<file path="src/inc/mba_consts.svh">
`ifndef MBA_CONSTS_SVH
`define MBA_CONSTS_SVH

// register indices on the plain register port
`define MBA_REG_X_START      3'h0
`define MBA_REG_X_END        3'h1
`define MBA_REG_Y_START      3'h2
`define MBA_REG_Y_END        3'h3
`define MBA_REG_CONTROL      3'h4
`define MBA_REG_PIVOT        3'h5
`define MBA_REG_TABLE_PAGE   3'h6
`define MBA_REG_WINDOW_PAGE  3'h7
`define MBA_REG_STATUS_ADDR  4'h8

// control register fields; the reversal enable bit sits in the pivot register
`define MBA_X_SEL_LSB        0
`define MBA_Y_SEL_LSB        4
`define MBA_REV_SEL_LSB      8
`define MBA_Y_EN_BIT         14
`define MBA_X_EN_BIT         15
`define MBA_REV_EN_BIT       15
`define MBA_SEL_OFF          4'hf

// reset values
`define MBA_RST_WORD         16'h0000
`define MBA_RST_CONTROL      16'h0fff
`define MBA_RST_PAGE         8'h00

`endif

</file>
<file path="src/inc/mba_pkg.sv">
package mba_pkg;

    // addressing modes from the execution pipeline
    typedef enum logic [2:0] {
        MBA_MODE_DIRECT   = 3'h0,
        MBA_MODE_PLAIN    = 3'h1,
        MBA_MODE_POST_INC = 3'h2,
        MBA_MODE_POST_DEC = 3'h3,
        MBA_MODE_PRE_INC  = 3'h4,
        MBA_MODE_PRE_DEC  = 3'h5,
        MBA_MODE_OFFSET   = 3'h6
    } mba_mode_t;

    // one address request from the pipeline
    typedef struct packed {
        logic        valid;
        logic [3:0]  reg_sel;
        logic [15:0] pointer;
        logic [15:0] modifier;
        mba_mode_t   mode;
        logic        byte_op;
    } mba_req_t;

    // answer to one request
    typedef struct packed {
        logic        valid;
        logic [15:0] ea;
        logic        write_back;
        logic [15:0] wb_value;
    } mba_rsp_t;

    // corrected address state machine is trivial: single stage
    typedef enum logic [1:0] {
        MBA_ST_IDLE = 2'b01,
        MBA_ST_BUSY = 2'b10
    } mba_state_t;

endpackage : mba_pkg

</file>
<file path="src/rtl/mba_agu.sv">
`timescale 1ns/100ps
`default_nettype none
`include "mba_consts.svh"

module mba_agu (
    // clock, reset, enable
    input  wire logic             mclk_in,
    input  wire logic             nrst_in,
    input  wire logic             ce_in,
    // register port
    input  wire logic [3:0]       reg_addr_in,
    input  wire logic [15:0]      reg_wdata_in,
    input  wire logic             reg_wr_in,
    input  wire logic             reg_rd_in,
    output logic      [15:0]      reg_rdata_out,
    // core control window enable
    input  wire logic             program_window_enable_in,
    // X read, X write, Y requests
    input  wire mba_pkg::mba_req_t xr_req_in,
    input  wire mba_pkg::mba_req_t xw_req_in,
    input  wire mba_pkg::mba_req_t y_req_in,
    output mba_pkg::mba_rsp_t     xr_rsp_out,
    output mba_pkg::mba_rsp_t     xw_rsp_out,
    output mba_pkg::mba_rsp_t     y_rsp_out,
    // program space construction
    input  wire logic             table_req_in,
    input  wire logic [15:0]      table_ea_in,
    input  wire logic             window_req_in,
    input  wire logic             window_wr_in,
    input  wire logic [15:0]      window_ea_in,
    output logic      [23:0]      prog_addr_out,
    output logic                  prog_valid_out,
    output logic                  prog_config_out,
    output logic                  prog_low_word_out,
    output logic                  window_fault_out
);

    // software registers
    logic [15:0] x_circular_start;
    logic [15:0] x_circular_end;
    logic [15:0] y_circular_start;
    logic [15:0] y_circular_end;
    logic [15:0] circular_reverse_control;
    logic [15:0] reverse_pivot_control;
    logic [7:0]  program_table_page;
    logic [7:0]  program_window_page;
    // count of cycles with an X address correction, shows own state
    logic [15:0] wrap_count;

    // decoded control fields
    logic [3:0]  x_pointer_select;
    logic [3:0]  y_pointer_select;
    logic [3:0]  reverse_pointer_select;
    logic        x_circular_enable;
    logic        y_circular_enable;
    logic        reverse_enable;
    logic [14:0] pivot_modifier;

    assign x_pointer_select       = circular_reverse_control[`MBA_X_SEL_LSB +: 4];
    assign y_pointer_select       = circular_reverse_control[`MBA_Y_SEL_LSB +: 4];
    assign reverse_pointer_select = circular_reverse_control[`MBA_REV_SEL_LSB +: 4];
    assign x_circular_enable      = circular_reverse_control[`MBA_X_EN_BIT];
    assign y_circular_enable      = circular_reverse_control[`MBA_Y_EN_BIT];
    assign reverse_enable         = reverse_pivot_control[`MBA_REV_EN_BIT];
    assign pivot_modifier         = reverse_pivot_control[14:0];

    // X and Y modulo activity, one buffer each
    logic x_mod_on;
    logic y_mod_on;
    assign x_mod_on = (x_pointer_select != `MBA_SEL_OFF) && x_circular_enable;
    assign y_mod_on = (y_pointer_select != `MBA_SEL_OFF) && y_circular_enable;

    // raw effective address and pointer update for a mode
    function automatic logic [31:0] raw_calc(input mba_pkg::mba_req_t r);
        logic [15:0] ea;
        logic [15:0] nxt;
        ea  = r.pointer;
        nxt = r.pointer;
        case (r.mode)
            mba_pkg::MBA_MODE_POST_INC: begin
                nxt = r.pointer + r.modifier;
            end
            mba_pkg::MBA_MODE_POST_DEC: begin
                nxt = r.pointer - r.modifier;
            end
            mba_pkg::MBA_MODE_PRE_INC: begin
                ea  = r.pointer + r.modifier;
                nxt = ea;
            end
            mba_pkg::MBA_MODE_PRE_DEC: begin
                ea  = r.pointer - r.modifier;
                nxt = ea;
            end
            mba_pkg::MBA_MODE_OFFSET: begin
                ea  = r.pointer + r.modifier;
            end
            default: begin
                ea  = r.pointer;
            end
        endcase
        return {ea, nxt};
    endfunction : raw_calc

    // modulo correction; compares with <, > so jumps past a bound wrap too
    function automatic logic [15:0] wrap(input logic [15:0] a,
                                         input logic [15:0] lo,
                                         input logic [15:0] hi,
                                         input logic        word_only);
        logic [15:0] len;
        logic [15:0] v;
        logic [15:0] res;
        len = hi - lo + 16'h0001;
        v   = a;
        res = a;
        if (word_only) begin
            v = {a[15:1], 1'b0};
        end
        res = v;
        // checking both ends lets buffers of any length run either way;
        // no buffer is tied to the end it moves toward
        if (v > hi) begin
            res = v - len;
        end else if (v < lo) begin
            res = v + len;
        end
        return res;
    endfunction : wrap

    // does the request pointer need the modulo unit
    function automatic logic hits(input mba_pkg::mba_req_t r,
                                  input logic [3:0]        sel,
                                  input logic              on);
        return on && r.valid && (r.reg_sel == sel)
               && (r.mode != mba_pkg::MBA_MODE_DIRECT);
    endfunction : hits

    // write-back only for modifying modes
    function automatic logic modifies(input mba_pkg::mba_mode_t m);
        return (m == mba_pkg::MBA_MODE_POST_INC) || (m == mba_pkg::MBA_MODE_POST_DEC)
            || (m == mba_pkg::MBA_MODE_PRE_INC) || (m == mba_pkg::MBA_MODE_PRE_DEC);
    endfunction : modifies

    // 16-bit bit reversal of the pivot, plus the byte scaling shift
    function automatic logic [15:0] rev_add(input logic [15:0] p,
                                            input logic [14:0] piv);
        logic [15:0] s;
        logic [15:0] r;
        s = {piv, 1'b0};
        r = 16'h0000;
        // reversed-carry add: reverse, add, reverse back
        for (int i = 0; i < 16; i++) begin
            r[i] = p[15 - i];
        end
        s = {<<{s}};
        r = r + s;
        r = {<<{r}};
        return {r[15:1], 1'b0};
    endfunction : rev_add

    // combinational results for each unit
    logic [31:0] xr_raw;
    logic [31:0] xw_raw;
    logic [31:0] y_raw;
    logic        xr_hit;
    logic        xw_hit;
    logic        y_hit;
    logic        rev_on;
    logic [15:0] next_xr_ea;
    logic [15:0] next_xr_wb;
    logic [15:0] next_xw_ea;
    logic [15:0] next_xw_wb;
    logic [15:0] next_y_ea;
    logic [15:0] next_y_wb;
    logic [15:0] rev_addr;

    assign xr_raw = raw_calc(xr_req_in);
    assign xw_raw = raw_calc(xw_req_in);
    assign y_raw  = raw_calc(y_req_in);
    assign xr_hit = hits(xr_req_in, x_pointer_select, x_mod_on);
    assign y_hit  = hits(y_req_in, y_pointer_select, y_mod_on);

    // reversal: X write, word data, pre/post increment only
    assign rev_on = xw_req_in.valid && reverse_enable
                    && (reverse_pointer_select != `MBA_SEL_OFF)
                    && (xw_req_in.reg_sel == reverse_pointer_select)
                    && !xw_req_in.byte_op
                    && ((xw_req_in.mode == mba_pkg::MBA_MODE_PRE_INC)
                     || (xw_req_in.mode == mba_pkg::MBA_MODE_POST_INC));
    // reversal takes the write unit away from modulo
    assign xw_hit = hits(xw_req_in, x_pointer_select, x_mod_on) && !rev_on;
    assign rev_addr = rev_add(xw_req_in.pointer, pivot_modifier);

    // X read unit keeps modulo even with reversal on
    always_comb begin
        next_xr_ea = xr_hit ? wrap(xr_raw[31:16], x_circular_start, x_circular_end, 1'b0)
                            : xr_raw[31:16];
        next_xr_wb = xr_hit ? wrap(xr_raw[15:0], x_circular_start, x_circular_end, 1'b0)
                            : xr_raw[15:0];
    end

    // X write unit: reversal, modulo or plain
    always_comb begin
        if (rev_on) begin
            // pre-increment uses the new address, post keeps the old
            next_xw_ea = (xw_req_in.mode == mba_pkg::MBA_MODE_PRE_INC)
                         ? rev_addr : {xw_req_in.pointer[15:1], 1'b0};
            next_xw_wb = rev_addr;
        end else if (xw_hit) begin
            next_xw_ea = wrap(xw_raw[31:16], x_circular_start, x_circular_end, 1'b0);
            next_xw_wb = wrap(xw_raw[15:0], x_circular_start, x_circular_end, 1'b0);
        end else begin
            next_xw_ea = xw_raw[31:16];
            next_xw_wb = xw_raw[15:0];
        end
    end

    // Y unit, word-sized data assumed
    always_comb begin
        next_y_ea = y_hit ? wrap(y_raw[31:16], y_circular_start, y_circular_end, 1'b1)
                          : y_raw[31:16];
        next_y_wb = y_hit ? wrap(y_raw[15:0], y_circular_start, y_circular_end, 1'b1)
                          : y_raw[15:0];
    end

    // register writes; control bits steer the address units
    always_ff @(posedge mclk_in or negedge nrst_in) begin
        if (!nrst_in) begin
            x_circular_start         <= `MBA_RST_WORD;
            x_circular_end           <= `MBA_RST_WORD;
            y_circular_start         <= `MBA_RST_WORD;
            y_circular_end           <= `MBA_RST_WORD;
            circular_reverse_control <= `MBA_RST_CONTROL;
            reverse_pivot_control    <= `MBA_RST_WORD;
            program_table_page       <= `MBA_RST_PAGE;
            program_window_page      <= `MBA_RST_PAGE;
        end else if (ce_in && reg_wr_in && !reg_addr_in[3]) begin
            case (reg_addr_in[2:0])
                `MBA_REG_X_START:     x_circular_start         <= reg_wdata_in;
                `MBA_REG_X_END:       x_circular_end           <= reg_wdata_in;
                `MBA_REG_Y_START:     y_circular_start         <= reg_wdata_in;
                `MBA_REG_Y_END:       y_circular_end           <= reg_wdata_in;
                `MBA_REG_CONTROL:     circular_reverse_control <= reg_wdata_in;
                `MBA_REG_PIVOT:       reverse_pivot_control    <= reg_wdata_in;
                `MBA_REG_TABLE_PAGE:  program_table_page       <= reg_wdata_in[7:0];
                `MBA_REG_WINDOW_PAGE: program_window_page      <= reg_wdata_in[7:0];
                default: begin
                end
            endcase
        end
    end

    // register reads, data one cycle after the strobe
    always_ff @(posedge mclk_in or negedge nrst_in) begin
        if (!nrst_in) begin
            reg_rdata_out <= 16'h0000;
        end else if (ce_in) begin
            reg_rdata_out <= 16'h0000;
            if (reg_rd_in) begin
                case (reg_addr_in)
                    {1'b0, `MBA_REG_X_START}:     reg_rdata_out <= x_circular_start;
                    {1'b0, `MBA_REG_X_END}:       reg_rdata_out <= x_circular_end;
                    {1'b0, `MBA_REG_Y_START}:     reg_rdata_out <= y_circular_start;
                    {1'b0, `MBA_REG_Y_END}:       reg_rdata_out <= y_circular_end;
                    {1'b0, `MBA_REG_CONTROL}:     reg_rdata_out <= circular_reverse_control;
                    {1'b0, `MBA_REG_PIVOT}:       reg_rdata_out <= reverse_pivot_control;
                    {1'b0, `MBA_REG_TABLE_PAGE}:  reg_rdata_out <= {8'h00, program_table_page};
                    {1'b0, `MBA_REG_WINDOW_PAGE}: reg_rdata_out <= {8'h00, program_window_page};
                    `MBA_REG_STATUS_ADDR:         reg_rdata_out <= wrap_count;
                    default:                      reg_rdata_out <= 16'h0000;
                endcase
            end
        end
    end

    // corrected address answers, registered one cycle
    always_ff @(posedge mclk_in or negedge nrst_in) begin
        if (!nrst_in) begin
            xr_rsp_out <= '0;
            xw_rsp_out <= '0;
            y_rsp_out  <= '0;
        end else if (ce_in) begin
            xr_rsp_out <= '{xr_req_in.valid, next_xr_ea,
                            xr_req_in.valid && modifies(xr_req_in.mode), next_xr_wb};
            xw_rsp_out <= '{xw_req_in.valid, next_xw_ea,
                            xw_req_in.valid && modifies(xw_req_in.mode), next_xw_wb};
            y_rsp_out  <= '{y_req_in.valid, next_y_ea,
                            y_req_in.valid && modifies(y_req_in.mode), next_y_wb};
        end
    end

    // counts cycles in which the X modulo unit changed the X read or X write address
    always_ff @(posedge mclk_in or negedge nrst_in) begin
        if (!nrst_in) begin
            wrap_count <= 16'h0000;
        end else if (ce_in && ((xr_hit && next_xr_ea != xr_raw[31:16])
                            || (xw_hit && next_xw_ea != xw_raw[31:16]))) begin
            wrap_count <= wrap_count + 16'h0001;
        end
    end

    // program space address; table access wins over the window
    always_ff @(posedge mclk_in or negedge nrst_in) begin
        if (!nrst_in) begin
            prog_addr_out     <= 24'h000000;
            prog_valid_out    <= 1'b0;
            prog_config_out   <= 1'b0;
            prog_low_word_out <= 1'b0;
            window_fault_out  <= 1'b0;
        end else if (ce_in) begin
            prog_valid_out    <= 1'b0;
            prog_config_out   <= 1'b0;
            prog_low_word_out <= 1'b0;
            window_fault_out  <= 1'b0;
            if (table_req_in) begin
                prog_addr_out   <= {program_table_page, table_ea_in};
                prog_valid_out  <= 1'b1;
                prog_config_out <= program_table_page[7];
            end else if (window_req_in && window_ea_in[15] && program_window_enable_in) begin
                if (window_wr_in) begin
                    window_fault_out <= 1'b1;
                end else begin
                    prog_addr_out     <= {1'b0, program_window_page, window_ea_in[14:0]};
                    prog_valid_out    <= 1'b1;
                    prog_low_word_out <= 1'b1;
                end
            end
        end
    end

    // a reversed write always lands on an even byte
    property p_rev_even;
        @(posedge mclk_in) disable iff (!nrst_in)
        (ce_in && rev_on) |=> (xw_rsp_out.wb_value[0] == 1'b0);
    endproperty
    a_rev_even: assert property (p_rev_even) else $error("reversed address odd");

    // offset mode never writes back
    property p_no_wb_offset;
        @(posedge mclk_in) disable iff (!nrst_in)
        (ce_in && xr_req_in.mode == mba_pkg::MBA_MODE_OFFSET) |=> !xr_rsp_out.write_back;
    endproperty
    a_no_wb_offset: assert property (p_no_wb_offset) else $error("offset mode wrote back");

    // Y answers are even whenever the Y buffer corrects
    property p_y_even;
        @(posedge mclk_in) disable iff (!nrst_in)
        (ce_in && y_hit) |=> (y_rsp_out.ea[0] == 1'b0);
    endproperty
    a_y_even: assert property (p_y_even) else $error("y modulo address odd");

    // corrected X read stays inside the buffer
    property p_xr_inside;
        @(posedge mclk_in) disable iff (!nrst_in)
        (ce_in && xr_hit && x_circular_start <= x_circular_end
         && $stable(x_circular_start) && $stable(x_circular_end)
         && xr_raw[31:16] <= x_circular_end + (x_circular_end - x_circular_start)
         && xr_raw[31:16] >= x_circular_start)
        |=> (xr_rsp_out.ea >= x_circular_start && xr_rsp_out.ea <= x_circular_end);
    endproperty
    a_xr_inside: assert property (p_xr_inside) else $error("x read outside buffer");

    // byte writes keep the ordinary address and update
    property p_byte_plain;
        @(posedge mclk_in) disable iff (!nrst_in)
        (ce_in && xw_req_in.valid && xw_req_in.byte_op && !xw_hit) |=>
            ({xw_rsp_out.ea, xw_rsp_out.wb_value} == $past(xw_raw));
    endproperty
    a_byte_plain: assert property (p_byte_plain) else $error("byte write reversed");

    // reversal blocks modulo on the write unit
    property p_rev_prio;
        @(posedge mclk_in) disable iff (!nrst_in)
        (ce_in && rev_on) |=> (xw_rsp_out.wb_value == $past(rev_addr));
    endproperty
    a_rev_prio: assert property (p_rev_prio) else $error("modulo active with reversal");

    // table address carries the page on top
    property p_table;
        @(posedge mclk_in) disable iff (!nrst_in)
        (ce_in && table_req_in) |=>
            (prog_valid_out && prog_addr_out == {$past(program_table_page), $past(table_ea_in)});
    endproperty
    a_table: assert property (p_table) else $error("table address wrong");

    // window stays user space and needs its enable
    property p_window;
        @(posedge mclk_in) disable iff (!nrst_in)
        (ce_in && !table_req_in && window_req_in && !program_window_enable_in) |=>
            !prog_valid_out;
    endproperty
    a_window: assert property (p_window) else $error("window read while disabled");

    // window address is never in configuration space
    property p_window_user;
        @(posedge mclk_in) disable iff (!nrst_in)
        prog_low_word_out |-> (prog_addr_out[23] == 1'b0 && !prog_config_out);
    endproperty
    a_window_user: assert property (p_window_user) else $error("window left user space");

endmodule : mba_agu

`default_nettype wire

</file>
<file path="config.mk">
export PLATFORM = sky130hd
export DESIGN_NAME = mba_agu
export DESIGN_NICKNAME = d
export VERILOG_FILES = /design/src/inc/mba_pkg.sv /design/src/rtl/mba_agu.sv
export VERILOG_INCLUDE_DIRS = /design/src /design/src/inc
export SDC_FILE = /design/constraint.sdc
export NUM_CORES = 2
export LEC_CHECK = 0
export ABC_AREA = 1
export BUFFER_PORTS_ARGS = -buffer_cell sky130_fd_sc_hd__buf_4
export CAP_MARGIN = 20
export CORE_MARGIN = 3
export CORE_UTILIZATION = 39
export DETAILED_ROUTE_END_ITERATION = 10
export GPL_TIMING_DRIVEN = 0
export PLACE_DENSITY = 0.65
export SLEW_MARGIN = 15
export SYNTH_ARGS = -nofsm -noshare
export SYNTH_HDL_FRONTEND = slang
export SYNTH_SLANG_ARGS = --single-unit
</file>
<file path="constraint.sdc">
create_clock -name mclk_in -period 6.4 [get_ports mclk_in]
set_input_delay 0.32 -clock mclk_in [delete_from_list [all_inputs] [get_ports mclk_in]]
set_output_delay 0.32 -clock mclk_in [all_outputs]
set_load 0.1 [all_outputs]
</file>
==> out/results.ini <==
[clocking]
tritoncts.num_buffers = 37
htree_levels = 2
clk_path_buf_depth = 3
cts.sinks = 274
clk_latency_ns = 0.61
clk_pin_slew_ns = 0.06
cts_tree = yes
clock-root-buffer = clkbuf_16

[yosys]
synth.most_common_cell = nand2_1
netlist_area_um2 = 34900
syn_avg_cell_area_um2 = 6.73
synthTopCellsByCount = nand2_1, inv_1, ha_1
synth_edf_count = 0
yosysTopAreaCell = dfrtp_1
netlist_instances = 5182
yosysSeqAreaShare_pct = 19.7
ys_ff_latch = 274
synthTopCellsByArea = dfrtp_1, ha_1, nand2_1
yosysWarnings = 0
ys.flop_type = dfrtp_1
netlist.area_leader.share_pct = 18.8
async_flop_share_pct = 100
synth_cell_types = 66
syn_nets = 5910

[timing]
slew_viol_final = 0
period_share_pct = 97.0
min_period_ns = 6.21
setup_tns_ns = 0
worst_pin_slew_ns = 1.22
setup_violations = 0
fin_skew_ns = 0.0370
slew_headroom_pct = 18.8
whs_ns = 0.0209
hold_viol = 0
fmax_mhz = 161
fin_ws_ns = 0.195

[power]
power_frac_comb_pct = 75.6
pwr-share-clk_pct = 12.1
p_int_w = 0.00789
cellPowerDensity_nw_per_um2 = 461
p_leak_nw = 20.8
netSwitchingPower_w = 0.0109
p_sw_share_pct = 58.0
worst_ir_drop_vdd_mv = 0.280
pwr-share-seq_pct = 12.3

[die]
die_area_um2 = 93000
coreArea_um2 = 88500
start_util_pct = 39.4
die_h_um = 305
rows = 109
io_pins = 330
die_w_um = 305

[setup_path]
crit_type = flop to flop
cp.required_ns = 6.89
worst-path-buf-inv = 4
worstPathArrival_ns = 6.70
start_kind = flop
slowest_stage = fa_1
worstSetupEndpointType = flop
cpLargestDelayFamily = simple AND/OR/NAND/NOR gates
cp_max_fo = 10
critPathMaxStageDelay_ns = 0.51
crit_top_cell = nand2_1

[layout]
nFillCells = 9123
final_nets = 6306
regArea_um2 = 6870
final_layout_size_suffix_gt1_share_pct = 10.5
multiInputGateArea_um2 = 25100
syn_to_final_growth_pct = 16.8
design_area_um2 = 40700
final_util_pct = 46.0

[placement]
gp_congestion = 1.01
dp.final_hpwl_um = 122000
post_dp_cell_area_um2 = 38900
port_buffers = 325
post-place-ws_ns = -0.900

[global_route]
grt_use_met3_pct = 7.03
grt_overflow = 0
grt_max_degree = 99
grt_pass1_vias = 34700
use_met2_pct = 46.2
grt_pass1_wl_um = 219000
antenna_found_initial = 4
busiest_layer = met2
gr-usage-met1_pct = 43.2
grtUsageTotal_pct = 31.0

[drt]
viasPerCell = 5.68
drt-total-wl_um = 151000
drt_iter0_drc = 4922
drc = 0
wire_per_inst_um = 22.3
antenna_left = 0
vias = 38500
dr.pass1.iters = 6

[flow_run]
drv_cap = 0

[run_status]
outcome = complete, no violations

[worst_hold_path]
worstHoldPathType = input port to flop

worst paths after layout:
kind                                      from           endpoint  slack [ns]  cells after the start
min in group asynchronous              nrst_in       y_rsp_out[5]        0.31                      2
hold / removal                    window_wr_in  prog_low_word_out        0.02                      3
setup reg to reg           x_circular_start[0]     wrap_count[13]        0.19                     29
hold reg to reg                 wrap_count[15]     wrap_count[15]        0.47                      2
setup / recovery           x_circular_start[0]     wrap_count[13]        0.19                     29
max in group asynchronous              nrst_in     xw_rsp_out[32]        4.61                      4
power groups by stage:
stage | Combinational, W | Sequential [W] | Clock (W)
floorplan | 0.00873 | 0.00311 | 0
global placement | 0.0132 | 0.00232 | 0
detailed placement | 0.0133 | 0.00232 | 0
CTS | 0.0135 | 0.00230 | 0.00230
global route | 0.0154 | 0.00233 | 0.00237
finish | 0.0142 | 0.00231 | 0.00228
cell usage in the layout (no fill, tap or decap), types with 54 or more instances in the layout:
cell type  instances
nand2_1         1253
inv_1            643
ha_1             518
a21oi_1          399
nor2_1           380
buf_4            350
o21ai_0          345
nand3_1          305
dfrtp_1          261
xor2_1           205
clkbuf_1         111
o22ai_1           83
nand4_1           62
o211ai_1          56
o21bai_1          54
registers in the layout (all words and copies together), names as in the netlist, 24 cells and up:
signal	flops
y_rsp_out	34
xw_rsp_out	34
xr_rsp_out	34
prog_addr_out	24
logic make-up (layout without fill, tap and decap cells):
family | count (synthesis) | after routing | synth area share [%]
and+or+nand+nor | 2136 | 2136 | 25.7
xor gates and xnor gates | 244 | 244 | 6.13
AOI/OAI and AO/OA | 1163 | 1163 | 19.4
other | 0 | 3 | 0
DFF | 274 | 274 | 19.7
buffers and inverters | 821 | 1246 | 9.04
adders and majority gates | 544 | 544 | 20.0
cell type report:
type | instances | area share (%)
Multi-Input combinational cell | 4087 | 61.7
Sequential cell | 274 | 16.9
Timing Repair Buffer | 359 | 6.81
Inverter | 671 | 6.28
Tap cell | 1165 | 3.58
Clock buffer | 46 | 2.48
Buffer | 148 | 1.55
Clock inverter | 22 | 0.722
Antenna cell | 3 | 0.0184
worst register-to-register path, delay by kind of cell (launching register included):
kind                     cells  cell delay (ns)
AO/OA/AOI/OAI                6             1.32
XOR/XNOR                     1             0.43
flip-flops                   1             0.47
AND/OR/NAND/NOR             14             1.59
buffers and inverters        4             0.88
adder cells (fa/ha/maj)      4             1.40
layer usage:
metal | vias up | wire length [um] | part of all wire (%)
li1 | 18100 | - | -
met5 | - | 13 | 0.0086
met3 | 314 | 17300 | 11
met2 | 2006 | 62900 | 42
met1 | 18100 | 64000 | 42
met4 | 2 | 6870 | 4.5
metrics by stage:
step | cells | total power, W
floorplan | 5182 | 0.0118
global placement | 6672 | 0.0155
detailed placement | 6682 | 0.0156
CTS | 6753 | 0.0181
global route | 6772 | 0.0201
finish | 6775 | 0.0188
what timing repair did:
action / 4_1_cts / 5_1_grt
setup endpoints to repair: 18 / 28
hold buffers: 2 / 0
buffers inserted: 2 / 18
pin swaps: 1 / 7
gates resized for setup: 17 / 32
hold endpoints to repair: 83 / 0
(Power assumes the default switching activity.)
